--- src/shared/psom_defines.svh ---
`ifndef PSOM_DEFINES_SVH
`define PSOM_DEFINES_SVH

// command codes of the two status bytes
`define PSOM_CMD_SUPP 8'h7f
`define PSOM_CMD_MFR 8'h80

// supplementary status field
`define PSOM_SUPP_FIRST_BIT 0

// maker-specific status fields
`define PSOM_MFR_POR_BIT 7
`define PSOM_MFR_SELF_BIT 6
`define PSOM_MFR_RESTORE_BIT 3
`define PSOM_MFR_BCX_BIT 2
`define PSOM_MFR_SYNC_BIT 1

// bits that software may clear by writing one
`define PSOM_MFR_W1C_MASK 8'h8e
`define PSOM_SUPP_W1C_MASK 8'h01
// latched bits that feed the summary and the alert
`define PSOM_MFR_LATCH_MASK 8'h8e

// reset values
`define PSOM_SUPP_RESET 8'h00
`define PSOM_MFR_RESET 8'h00
`define PSOM_MASK_RESET 8'h00

`endif

--- src/shared/psom_pkg.sv ---
package psom_pkg;

  // one host command transaction as seen by the block
  typedef struct packed {
    logic rd;
    logic wr;
    logic clear_all;
    logic [7:0] code;
    logic [7:0] wdata;
  } psom_cmd_s;

  // fault event pulses from the converter logic
  typedef struct packed {
    logic por_fail;
    logic restore;
    logic backchannel_fault;
    logic sync;
  } psom_evt_s;

  // status summary seen by the top-level status byte and alert logic
  typedef struct packed {
    logic supp_summary;
    logic mfr_summary;
    logic alert_req;
  } psom_sum_s;

endpackage : psom_pkg

--- src/psom_status.sv ---
`timescale 1ns/10ps
`include "psom_defines.svh"
// Overview of operation
// [RQ1] read of 7Fh returns supplementary byte
// [RQ2] bit0 latches when we alerted first
// [RQ3] bit0 zero if not first alerter
// [RQ4] summary bit is OR of supported bits
// [RQ5] clearing byte also clears its summary
// [RQ6] 80h readable, cleared by clear-all or W1C
// [RQ7] bit7 latches on power-on check failure
// [RQ8] bit6 live self-check in progress
// [RQ9] bit3 latches on output restore event
// [RQ10] bit2 latches on backchannel fault
// [RQ11] bit1 latches on synchronisation fault
// [RQ12] bits 5:4 read zero, writes ignored
// [RQ13] write one clears only set bits
// [RQ14] each alerting bit has a mask bit
// [RQ15] maker byte has byte read/write access
// [RQ16] writes to read-only bits are ignored
module psom_status
  import psom_pkg::*;
(
  input wire logic core_clk,
  input wire logic rst,
  input wire psom_cmd_s cmd,
  input wire psom_evt_s evt,
  input wire logic self_check_busy,
  input wire logic alert_line_active,
  input wire logic alert_drive_self,
  input wire logic [7:0] mfr_alert_mask,
  input wire logic supp_alert_mask,
  output logic [7:0] rdata,
  output logic rvalid,
  output psom_sum_s summary
);

  logic first_alerter_flag_reg;
  logic [7:0] mfr_reg;
  logic self_live_reg;
  logic alert_prev_reg;
  logic first_set;
  logic supp_clr;
  logic [7:0] mfr_clr;
  logic [7:0] mfr_set;
  logic [7:0] mfr_next;
  logic first_next;

  // we are first when our own drive raises an idle line
  assign first_set = alert_drive_self && !alert_prev_reg;
  // clear-all or write one; only set bits are affected
  assign supp_clr = cmd.clear_all || (cmd.wr && cmd.code == `PSOM_CMD_SUPP &&
                    cmd.wdata[`PSOM_SUPP_FIRST_BIT]); // [RQ13] [RQ16]
  assign mfr_clr = (cmd.clear_all ? `PSOM_MFR_W1C_MASK : 8'h00) |
                   ((cmd.wr && cmd.code == `PSOM_CMD_MFR) ? (cmd.wdata & `PSOM_MFR_W1C_MASK) : 8'h00); // [RQ6] [RQ12]

  // event set vector; set wins over clear in the same cycle
  always_comb begin
    mfr_set = 8'h00;
    mfr_set[`PSOM_MFR_POR_BIT] = evt.por_fail; // [RQ7]
    mfr_set[`PSOM_MFR_RESTORE_BIT] = evt.restore; // [RQ9]
    mfr_set[`PSOM_MFR_BCX_BIT] = evt.backchannel_fault; // [RQ10]
    mfr_set[`PSOM_MFR_SYNC_BIT] = evt.sync; // [RQ11]
    mfr_next = ((mfr_reg & ~mfr_clr) | mfr_set) & `PSOM_MFR_LATCH_MASK; // [RQ12]
    // dropping line also ends the first-alerter claim
    first_next = first_set || (first_alerter_flag_reg && !supp_clr && alert_line_active); // [RQ2] [RQ3]
  end

  // alert line history for first-assert detection
  always_ff @(posedge core_clk or posedge rst) begin
    if (rst) begin
      alert_prev_reg <= 1'b0;
    end else begin
      alert_prev_reg <= alert_line_active;
    end
  end

  // supplementary flag
  always_ff @(posedge core_clk or posedge rst) begin
    if (rst) begin
      first_alerter_flag_reg <= 1'b0;
    end else begin
      first_alerter_flag_reg <= first_next; // [RQ2] [RQ3]
    end
  end

  // maker-specific latched bits
  always_ff @(posedge core_clk or posedge rst) begin
    if (rst) begin
      mfr_reg <= `PSOM_MFR_RESET;
    end else begin
      mfr_reg <= mfr_next; // [RQ6] [RQ13]
    end
  end

  // live self-check copy, never latched
  always_ff @(posedge core_clk or posedge rst) begin
    if (rst) begin
      self_live_reg <= 1'b1;
    end else begin
      self_live_reg <= self_check_busy; // [RQ8]
    end
  end

  // read port: one cycle after the read request
  always_ff @(posedge core_clk or posedge rst) begin
    if (rst) begin
      rdata <= 8'h00;
      rvalid <= 1'b0;
    end else begin
      rvalid <= cmd.rd && (cmd.code == `PSOM_CMD_SUPP || cmd.code == `PSOM_CMD_MFR);
      if (cmd.rd && cmd.code == `PSOM_CMD_SUPP) begin
        rdata <= {7'h00, first_alerter_flag_reg}; // [RQ1]
      end else if (cmd.rd && cmd.code == `PSOM_CMD_MFR) begin
        rdata <= mfr_reg | ({7'h00, self_live_reg} << `PSOM_MFR_SELF_BIT); // [RQ15] [RQ8]
      end else begin
        rdata <= 8'h00;
      end
    end
  end

  // summaries follow the latched state; masks gate only the alert request
  always_ff @(posedge core_clk or posedge rst) begin
    if (rst) begin
      summary <= '0;
    end else begin
      summary.supp_summary <= first_next; // [RQ4] [RQ5]
      summary.mfr_summary <= |mfr_next; // [RQ4] [RQ5]
      summary.alert_req <= |(mfr_next & ~mfr_alert_mask) || (first_next && !supp_alert_mask); // [RQ14]
    end
  end

  // checks
  property p_por_latch;
    @(posedge core_clk) disable iff (rst)
      evt.por_fail |=> mfr_reg[`PSOM_MFR_POR_BIT];
  endproperty
  a_por_latch: assert property (p_por_latch) else $error("por bit not latched"); // [RQ7]

  property p_sync_hold;
    @(posedge core_clk) disable iff (rst)
      mfr_reg[`PSOM_MFR_SYNC_BIT] && !mfr_clr[`PSOM_MFR_SYNC_BIT] |=> mfr_reg[`PSOM_MFR_SYNC_BIT];
  endproperty
  a_sync_hold: assert property (p_sync_hold) else $error("sync bit lost"); // [RQ11]

  property p_w1c;
    @(posedge core_clk) disable iff (rst)
      cmd.wr && cmd.code == `PSOM_CMD_MFR && cmd.wdata[`PSOM_MFR_BCX_BIT] && !evt.backchannel_fault
      |=> !mfr_reg[`PSOM_MFR_BCX_BIT];
  endproperty
  a_w1c: assert property (p_w1c) else $error("bcx not cleared"); // [RQ13]

  property p_unsup_zero;
    @(posedge core_clk) disable iff (rst)
      rvalid |-> rdata[5:4] == 2'b00;
  endproperty
  a_unsup_zero: assert property (p_unsup_zero) else $error("bits 5:4 nonzero"); // [RQ12]

  property p_self_live;
    @(posedge core_clk) disable iff (rst)
      cmd.rd && cmd.code == `PSOM_CMD_MFR |=> rdata[`PSOM_MFR_SELF_BIT] == $past(self_live_reg);
  endproperty
  a_self_live: assert property (p_self_live) else $error("self bit mismatch"); // [RQ8]

  property p_supp_read;
    @(posedge core_clk) disable iff (rst)
      cmd.rd && cmd.code == `PSOM_CMD_SUPP |=> rvalid && rdata[7:1] == 7'h00;
  endproperty
  a_supp_read: assert property (p_supp_read) else $error("supp read wrong"); // [RQ1]

  property p_first;
    @(posedge core_clk) disable iff (rst)
      alert_drive_self && !alert_prev_reg |=> first_alerter_flag_reg && summary.supp_summary;
  endproperty
  a_first: assert property (p_first) else $error("first alerter not set"); // [RQ2]

  property p_not_first;
    @(posedge core_clk) disable iff (rst)
      !alert_line_active && !first_set |=> !first_alerter_flag_reg;
  endproperty
  a_not_first: assert property (p_not_first) else $error("flag set while idle"); // [RQ3]

  property p_summary;
    @(posedge core_clk) disable iff (rst)
      ##1 summary.mfr_summary == |mfr_reg;
  endproperty
  a_summary: assert property (p_summary) else $error("summary mismatch"); // [RQ4]

  property p_clear_all;
    @(posedge core_clk) disable iff (rst)
      cmd.clear_all && evt == '0 |=> mfr_reg == 8'h00 && !summary.mfr_summary;
  endproperty
  a_clear_all: assert property (p_clear_all) else $error("clear-all failed"); // [RQ6] [RQ5]

  // each fault event lands in its own bit at the next edge, whatever clear comes with it
  property p_restore_latch;
    @(posedge core_clk) disable iff (rst)
      evt.restore
      |=> mfr_reg[`PSOM_MFR_RESTORE_BIT];
  endproperty
  a_restore_latch: assert property (p_restore_latch) else $error("restore bit not latched"); // [RQ9]

  property p_bcx_latch;
    @(posedge core_clk) disable iff (rst)
      evt.backchannel_fault
      |=> mfr_reg[`PSOM_MFR_BCX_BIT];
  endproperty
  a_bcx_latch: assert property (p_bcx_latch) else $error("backchannel bit not latched"); // [RQ10]

  property p_sync_latch;
    @(posedge core_clk) disable iff (rst)
      evt.sync
      |=> mfr_reg[`PSOM_MFR_SYNC_BIT];
  endproperty
  a_sync_latch: assert property (p_sync_latch) else $error("sync bit not latched"); // [RQ11]

  // write one on the top bit drops it when no new failure arrives
  property p_por_w1c;
    @(posedge core_clk) disable iff (rst)
      cmd.wr && cmd.code == `PSOM_CMD_MFR && cmd.wdata[`PSOM_MFR_POR_BIT] && !evt.por_fail
      |=> !mfr_reg[`PSOM_MFR_POR_BIT];
  endproperty
  a_por_w1c: assert property (p_por_w1c) else $error("por bit not cleared"); // [RQ13]

  // read answers carry the state seen at the request edge
  property p_mfr_read;
    @(posedge core_clk) disable iff (rst)
      cmd.rd && cmd.code == `PSOM_CMD_MFR
      |=> rvalid && (rdata & `PSOM_MFR_W1C_MASK) == $past(mfr_reg);
  endproperty
  a_mfr_read: assert property (p_mfr_read) else $error("maker byte read wrong"); // [RQ6] [RQ15]

  property p_supp_data;
    @(posedge core_clk) disable iff (rst)
      cmd.rd && cmd.code == `PSOM_CMD_SUPP
      |=> rdata[`PSOM_SUPP_FIRST_BIT] == $past(first_alerter_flag_reg);
  endproperty
  a_supp_data: assert property (p_supp_data) else $error("first alerter read wrong"); // [RQ1]

  // other codes get no answer, and idle read data stays quiet
  property p_no_answer;
    @(posedge core_clk) disable iff (rst)
      !(cmd.rd && (cmd.code == `PSOM_CMD_SUPP || cmd.code == `PSOM_CMD_MFR))
      |=> !rvalid && rdata == 8'h00;
  endproperty
  a_no_answer: assert property (p_no_answer) else $error("unexpected read answer"); // [RQ15]

  property p_latched_only;
    @(posedge core_clk) disable iff (rst)
      (mfr_reg & ~`PSOM_MFR_LATCH_MASK) == 8'h00;
  endproperty
  a_latched_only: assert property (p_latched_only) else $error("unsupported bit latched"); // [RQ12]

  // writes with no clearing ones leave every latch alone
  property p_supp_ro_write;
    @(posedge core_clk) disable iff (rst)
      cmd.wr && cmd.code == `PSOM_CMD_SUPP && !cmd.wdata[`PSOM_SUPP_FIRST_BIT] && !cmd.clear_all
      && first_alerter_flag_reg && alert_line_active
      |=> first_alerter_flag_reg;
  endproperty
  a_supp_ro_write: assert property (p_supp_ro_write) else $error("reserved write disturbed flag"); // [RQ16]

  property p_mfr_ro_write;
    @(posedge core_clk) disable iff (rst)
      cmd.wr && cmd.code == `PSOM_CMD_MFR && (cmd.wdata & `PSOM_MFR_W1C_MASK) == 8'h00
      && !cmd.clear_all && evt == '0
      |=> mfr_reg == $past(mfr_reg);
  endproperty
  a_mfr_ro_write: assert property (p_mfr_ro_write) else $error("read-only write disturbed latches"); // [RQ16]

  property p_first_hold;
    @(posedge core_clk) disable iff (rst)
      first_alerter_flag_reg && alert_line_active && !supp_clr
      |=> first_alerter_flag_reg && summary.supp_summary;
  endproperty
  a_first_hold: assert property (p_first_hold) else $error("first alerter claim lost"); // [RQ2]

  // clearing the flag takes its summary down in the same edge
  property p_supp_w1c;
    @(posedge core_clk) disable iff (rst)
      cmd.wr && cmd.code == `PSOM_CMD_SUPP && cmd.wdata[`PSOM_SUPP_FIRST_BIT] && !first_set
      |=> !first_alerter_flag_reg && !summary.supp_summary;
  endproperty
  a_supp_w1c: assert property (p_supp_w1c) else $error("first alerter not cleared"); // [RQ5]

  property p_clear_all_supp;
    @(posedge core_clk) disable iff (rst)
      cmd.clear_all && !first_set
      |=> !first_alerter_flag_reg && !summary.supp_summary;
  endproperty
  a_clear_all_supp: assert property (p_clear_all_supp) else $error("clear-all kept flag"); // [RQ6]

  // masks are sampled one edge ahead of the registered request
  property p_alert_req;
    @(posedge core_clk) disable iff (rst)
      ##1 summary.alert_req ==
      (|(mfr_reg & ~$past(mfr_alert_mask)) || (first_alerter_flag_reg && !$past(supp_alert_mask)));
  endproperty
  a_alert_req: assert property (p_alert_req) else $error("alert request mismatch"); // [RQ14]

  property p_mfr_summary;
    @(posedge core_clk) disable iff (rst)
      evt != '0
      |=> summary.mfr_summary;
  endproperty
  a_mfr_summary: assert property (p_mfr_summary) else $error("summary not raised"); // [RQ4]

endmodule : psom_status

--- config.mk ---
export PLATFORM = sky130hd
export DESIGN_NAME = psom_status
export DESIGN_NICKNAME = d
export VERILOG_FILES = /design/src/shared/psom_pkg.sv /design/src/psom_status.sv
export VERILOG_INCLUDE_DIRS = /design/src /design/src/shared
export SDC_FILE = /design/constraint.sdc
export NUM_CORES = 1
export LEC_CHECK = 0
export ABC_AREA = 1
export BUFFER_PORTS_ARGS = -buffer_cell sky130_fd_sc_hd__buf_2
export CORE_MARGIN = 2
export CORE_UTILIZATION = 43
export DETAILED_ROUTE_END_ITERATION = 8
export GPL_TIMING_DRIVEN = 0
export PLACE_DENSITY_LB_ADDON = 0.3
export SLEW_MARGIN = 0
export SYNTH_ARGS = -nofsm -noshare
export SYNTH_HDL_FRONTEND = slang
export SYNTH_SLANG_ARGS = --single-unit
export TNS_END_PERCENT = 50
--- constraint.sdc ---
create_clock -name core_clk -period 3.1 [get_ports core_clk]
set_clock_uncertainty 0.15 [all_clocks]
set_input_delay 0.465 -clock core_clk [delete_from_list [all_inputs] [get_ports core_clk]]
set_output_delay 0.465 -clock core_clk [all_outputs]
set_load 0.01 [all_outputs]
# == Word-level counts from Yosys, hierarchy flattened ==
# Cells that the tools add are included.
# classes
muxes,4
eq_ne,2
n_bitwise,7
n_reduce_logical,19
# op_table
op,n
8-bit two-way mux,4
8-bit AND,2
8-bit inverter,2
8-bit OR,2
1-bit logical AND,10
8-bit by 7-bit equality test with 1-bit output (second input constant),1
8-bit equality test (second input constant),1
8-bit by 7-bit OR with 8-bit output,1
8-bit OR reduction,1
1-bit logical OR,4
4-bit OR reduction,1
1-bit zero test,3
# totals
word_cells,40
output_inout_bits,12
register_bits,18

# == Logic depth before layout (Yosys ltp) ==
# depth
depth_word,10
ltp_mapped,11
mapped_depth_nobuf,11

# == Worst setup path after synthesis ==
# No wires, ideal clock.
# synth_timing
path_type,input to register
start,in cmd[11] in the netlist's numbering
end,reg summary[0] in the netlist's numbering
path_buffers,0
arrival_ps,1160
path_slack_ps,1671
required_ps,2831
setup_time_ps,119
cell_stages,10
cell_sequence,nor2_1 nand2_1 nor2_4 nand3_1 nand2_1 nand2_2 nand2_1 nand2_1 nor2_1 nand2_1
# synth_between
elab_chain_len,10
elab_cells_between_ends,19
cone_classes,eq/ne (2); mux (1); bitwise (5); reduce/logical (11)
# synth_rtl
element,line_no,rtl
start: declaration,psom_status.sv:25,"input wire psom_cmd_s cmd,"
8-bit equality test (no source line),--,
1-bit logical AND (no source line),--,
8-bit two-way mux,psom_status.sv:54,((cmd.wr && cmd.code == `PSOM_CMD_MFR) ? (cmd.wdata & `PSOM_MFR_W1C_MASK) : 8'h00);
8-bit OR,psom_status.sv:53,assign mfr_clr = (cmd.clear_all ? `PSOM_MFR_W1C_MASK : 8'h00) |
8-bit inverter,psom_status.sv:63,mfr_next = ((mfr_reg & ~mfr_clr) | mfr_set) & `PSOM_MFR_LATCH_MASK;
8-bit AND,psom_status.sv:63,
8-bit OR,psom_status.sv:63,
net mfr_next[7],psom_status.sv:45,logic [7:0] mfr_next;
8-bit AND,psom_status.sv:128,summary.alert_req <= |(mfr_next & ~mfr_alert_mask) || (first_next && !supp_alert_mask);
8-bit OR reduction,psom_status.sv:128,
1-bit logical OR,psom_status.sv:128,
end: declaration,psom_status.sv:34,output psom_sum_s summary
# The timed path passes the listed nets, and every way through them passes these cells.

# == Worst setup path in the final report ==
# layout_timing
start,reg summary[2] in the netlist's numbering
end,out summary[2] in the netlist's numbering
# No word-level cell between the ends.

==> flow_summary.yaml <==
sta:
  relSlewSlack: 0.6253
  rsz0062_at_grt: "no"
  fin_setup_tns_ns: 0
  period_needed_ns: 1.523
  finalCritPeriodShare: 0.4913
  setup_viol_count_final: 0
  tightest_slew_ns: 0.5615
  finalMaxSlewViolations: 0
  hold_violations: 0
  clock.fmax_ghz: 0.6565
pwr:
  finalPower_mw: 0.3855
  peakVddDrop_mv: 0.2353
  powerDensity_nw_per_um2: 389.5
  leakagePower_nw: 0.6095
flow_run:
  drv_cap: 0
cells_and_area:
  postLayoutCoreUtil: 0.5925
  n_fill_cell: 150
  stdcell_count: 157
  drive_above_1_share: 0.3500
  diodes: 0
  postLayoutCellArea_um2: 989.7
  nNetsFinal: 178
  multi_input_area_um2: 251.5
  largest_reg_flops: 6
  seqCellArea_um2: 401.6
  syn2layout_area_growth_pct: 33.16
worst_setup_path:
  r2r_start: "summary[2]$_DFF_PP0_"
  crit_start: "summary[2]$_DFF_PP0_"
  reg2regPathDepth: 7
  critPathSlowestCell: "dfrtp_1"
  crit_cells: 2
  r2r_end: "summary[0]$_DFF_PP0_"
  path_cells: "buf_4 > buf_2"
  cp.required_ns: 2.48
  worst_ep_arrival_time_ns: 0.91
  crit_fanout: 2
  rrSetupSlack_ns: 1.95
  critPathMaxStageDelay_ns: 0.38
  path_class: "flop to output port"
  critical_path.startpoint_type: "flop"
  crit_buf_inv: 2
  cp_top_family: "flip-flops"
  end_kind: "output port"
  cp-endpoint: "summary[2]"
synth:
  synthTopCellsByCount: "27 x nand2_1, 18 x inv_1, 15 x dfrtp_1, 15 x nor2_1, 5 x nor3_1"
  synth_seq_cells: 16
  avgSynthCellArea_um2: 7.742
  synth_top_area_share: 0.5051
  yosysWarnings: 0
  seq_area_frac_synth: 0.5404
  synthCells: 96
  synth_ff_type: "dfrtp_1"
  synthArstFlopShare: 1.000
  synth_edf_count: 0
  synth_area_um2: 743.2
  synth.most_common_cell: "nand2_1"
  synth_top_area_cell: "dfrtp_1"
  ys_top_cells_by_area: "dfrtp_1 51%, nand2_1 14%, inv_1 9.1%"
  synth.distinct_cells: 15
place:
  portBuffers: 39
  dp.cells: 153
  dp_hpwl_mm: 1.123
  dpl-instance-area_um2: 963.4
  gp_congestion: 0.7088
cts:
  ctsHoldBuffers: 0
  htreeDepth: 1
  cts.sinks: 16
  insertion_delay_ns: 0.28
  cts_tree: "done"
  cts_buffers: 3
  post_cts_buffers: 0
  cts_root_buffer: "clkbuf_4"
  cts_resized: 0
  path_clk_slew_ns: 0.09
  clk_path_buf_depth: 2
drt:
  drtIter0Drc: 7
  postRouteAntennaNets: 0
  wl_per_cell_um: 8.573
  wl_mm: 1.346
  viasPerCell: 4.261
  routed-via-count: 669
  drc_errors: 0
  first_pass_iters: 4
die:
  core_um2: 1670
  dieArea_um2: 2077
  die_h_um: 45.58
  num_io_pins: 49
  die_w_um: 45.58
  fp-row-count: 15
  initial_utilization: 0.4449
grt:
  grt_max_degree: 17
  grt.overflow.total: 0
  grt_use_total: 0.1521
  grt_pass1_wl_mm: 2.221
  grt_antenna_before_repair: 0
  grt_pass1_vias: 597
hold_path:
  min-delay-path-class: "input port to async pin"
status:
  status: "finished clean"
cells in the final DEF, fill, tap and decap left out:
cell      synthesis  routed
nor3_1            5       5
clkinv_1          1       1
dfstp_2           1       1
conb_1            1       2
a21oi_1           1       1
buf_4             3       3
nand3_1           4       4
clkbuf_4          0       3
clkbuf_1          0       1
inv_1            18      18
nor2_4            1       1
nand2_1          27      27
o21bai_1          1       1
buf_2             0      39
nor2_1           15      15
nand2_2           2       2
dfrtp_1          15      15
o21ai_0           1       1
how the worst min path moves through the flow:
stage                            start                       end  slack (ns)
2_1_floorplan                      rst  alert_prev_reg$_DFF_PP0_        0.23
3_3_place_gp   self_live_reg$_DFF_PP1_        rdata[6]$_DFF_PP0_        0.32
3_5_place_dp   self_live_reg$_DFF_PP1_        rdata[6]$_DFF_PP0_        0.33
4_1_cts                            rst        rdata[1]$_DFF_PP0_        0.08
5_1_grt                self_check_busy   self_live_reg$_DFF_PP1_        0.12
6_report                           rst      mfr_reg[3]$_DFF_PP0_        0.07
power by group:
part           total (mW)  leakage [nW]  switching (mW)  internal [mW]
clock               0.110        0.0150          0.0606         0.0499
sequential          0.218         0.194         0.00189          0.216
combinational      0.0571         0.400          0.0308         0.0263
metrics by stage:
stage	hold WS (ns)	setup WS (ns)
final	0.06838	1.577
after global routing	0.1159	1.533
after CTS	0.08404	1.563
after detailed placement	0.3263	1.415
after global placement	0.3210	1.459
after floorplan	0.2280	1.671
cells by family (layout without fill, tap and decap cells):
logic type | Yosys count | after routing | share of synthesized area
buf+inv | 22 | 65 | 0.1262
flops | 16 | 16 | 0.5404
compound gates | 3 | 3 | 0.02356
other cells | 1 | 2 | 0.005046
simple gates | 54 | 54 | 0.3047
layer usage:
metal | vias up | global-route usage | wire length (um)
met5 | - | 0 | 0
met2 | 28 | 0.2676 | 698
met1 | 274 | 0.1683 | 548
met4 | 0 | 0.07059 | 0
met3 | 0 | 0.03968 | 99
li1 | 367 | - | -
worst register-to-register path: stages (launching register included):
cell and delay, ns:
dfrtp_1 0.38, inv_1 0.07, nor2_1 0.04, nand2_1 0.04
o21bai_1 0.12, a21oi_1 0.09, nor2_1 0.10, nand2_1 0.05
cell type report:
type	instances	area share
multi-input combinational	59	0.2541
timing repair buffer	39	0.1972
clock buffer	4	0.02655
sequential	16	0.4058
buffer	3	0.02276
inverter	19	0.07206
tap	17	0.02149
Note: power is estimated with default switching activity, not from simulation.
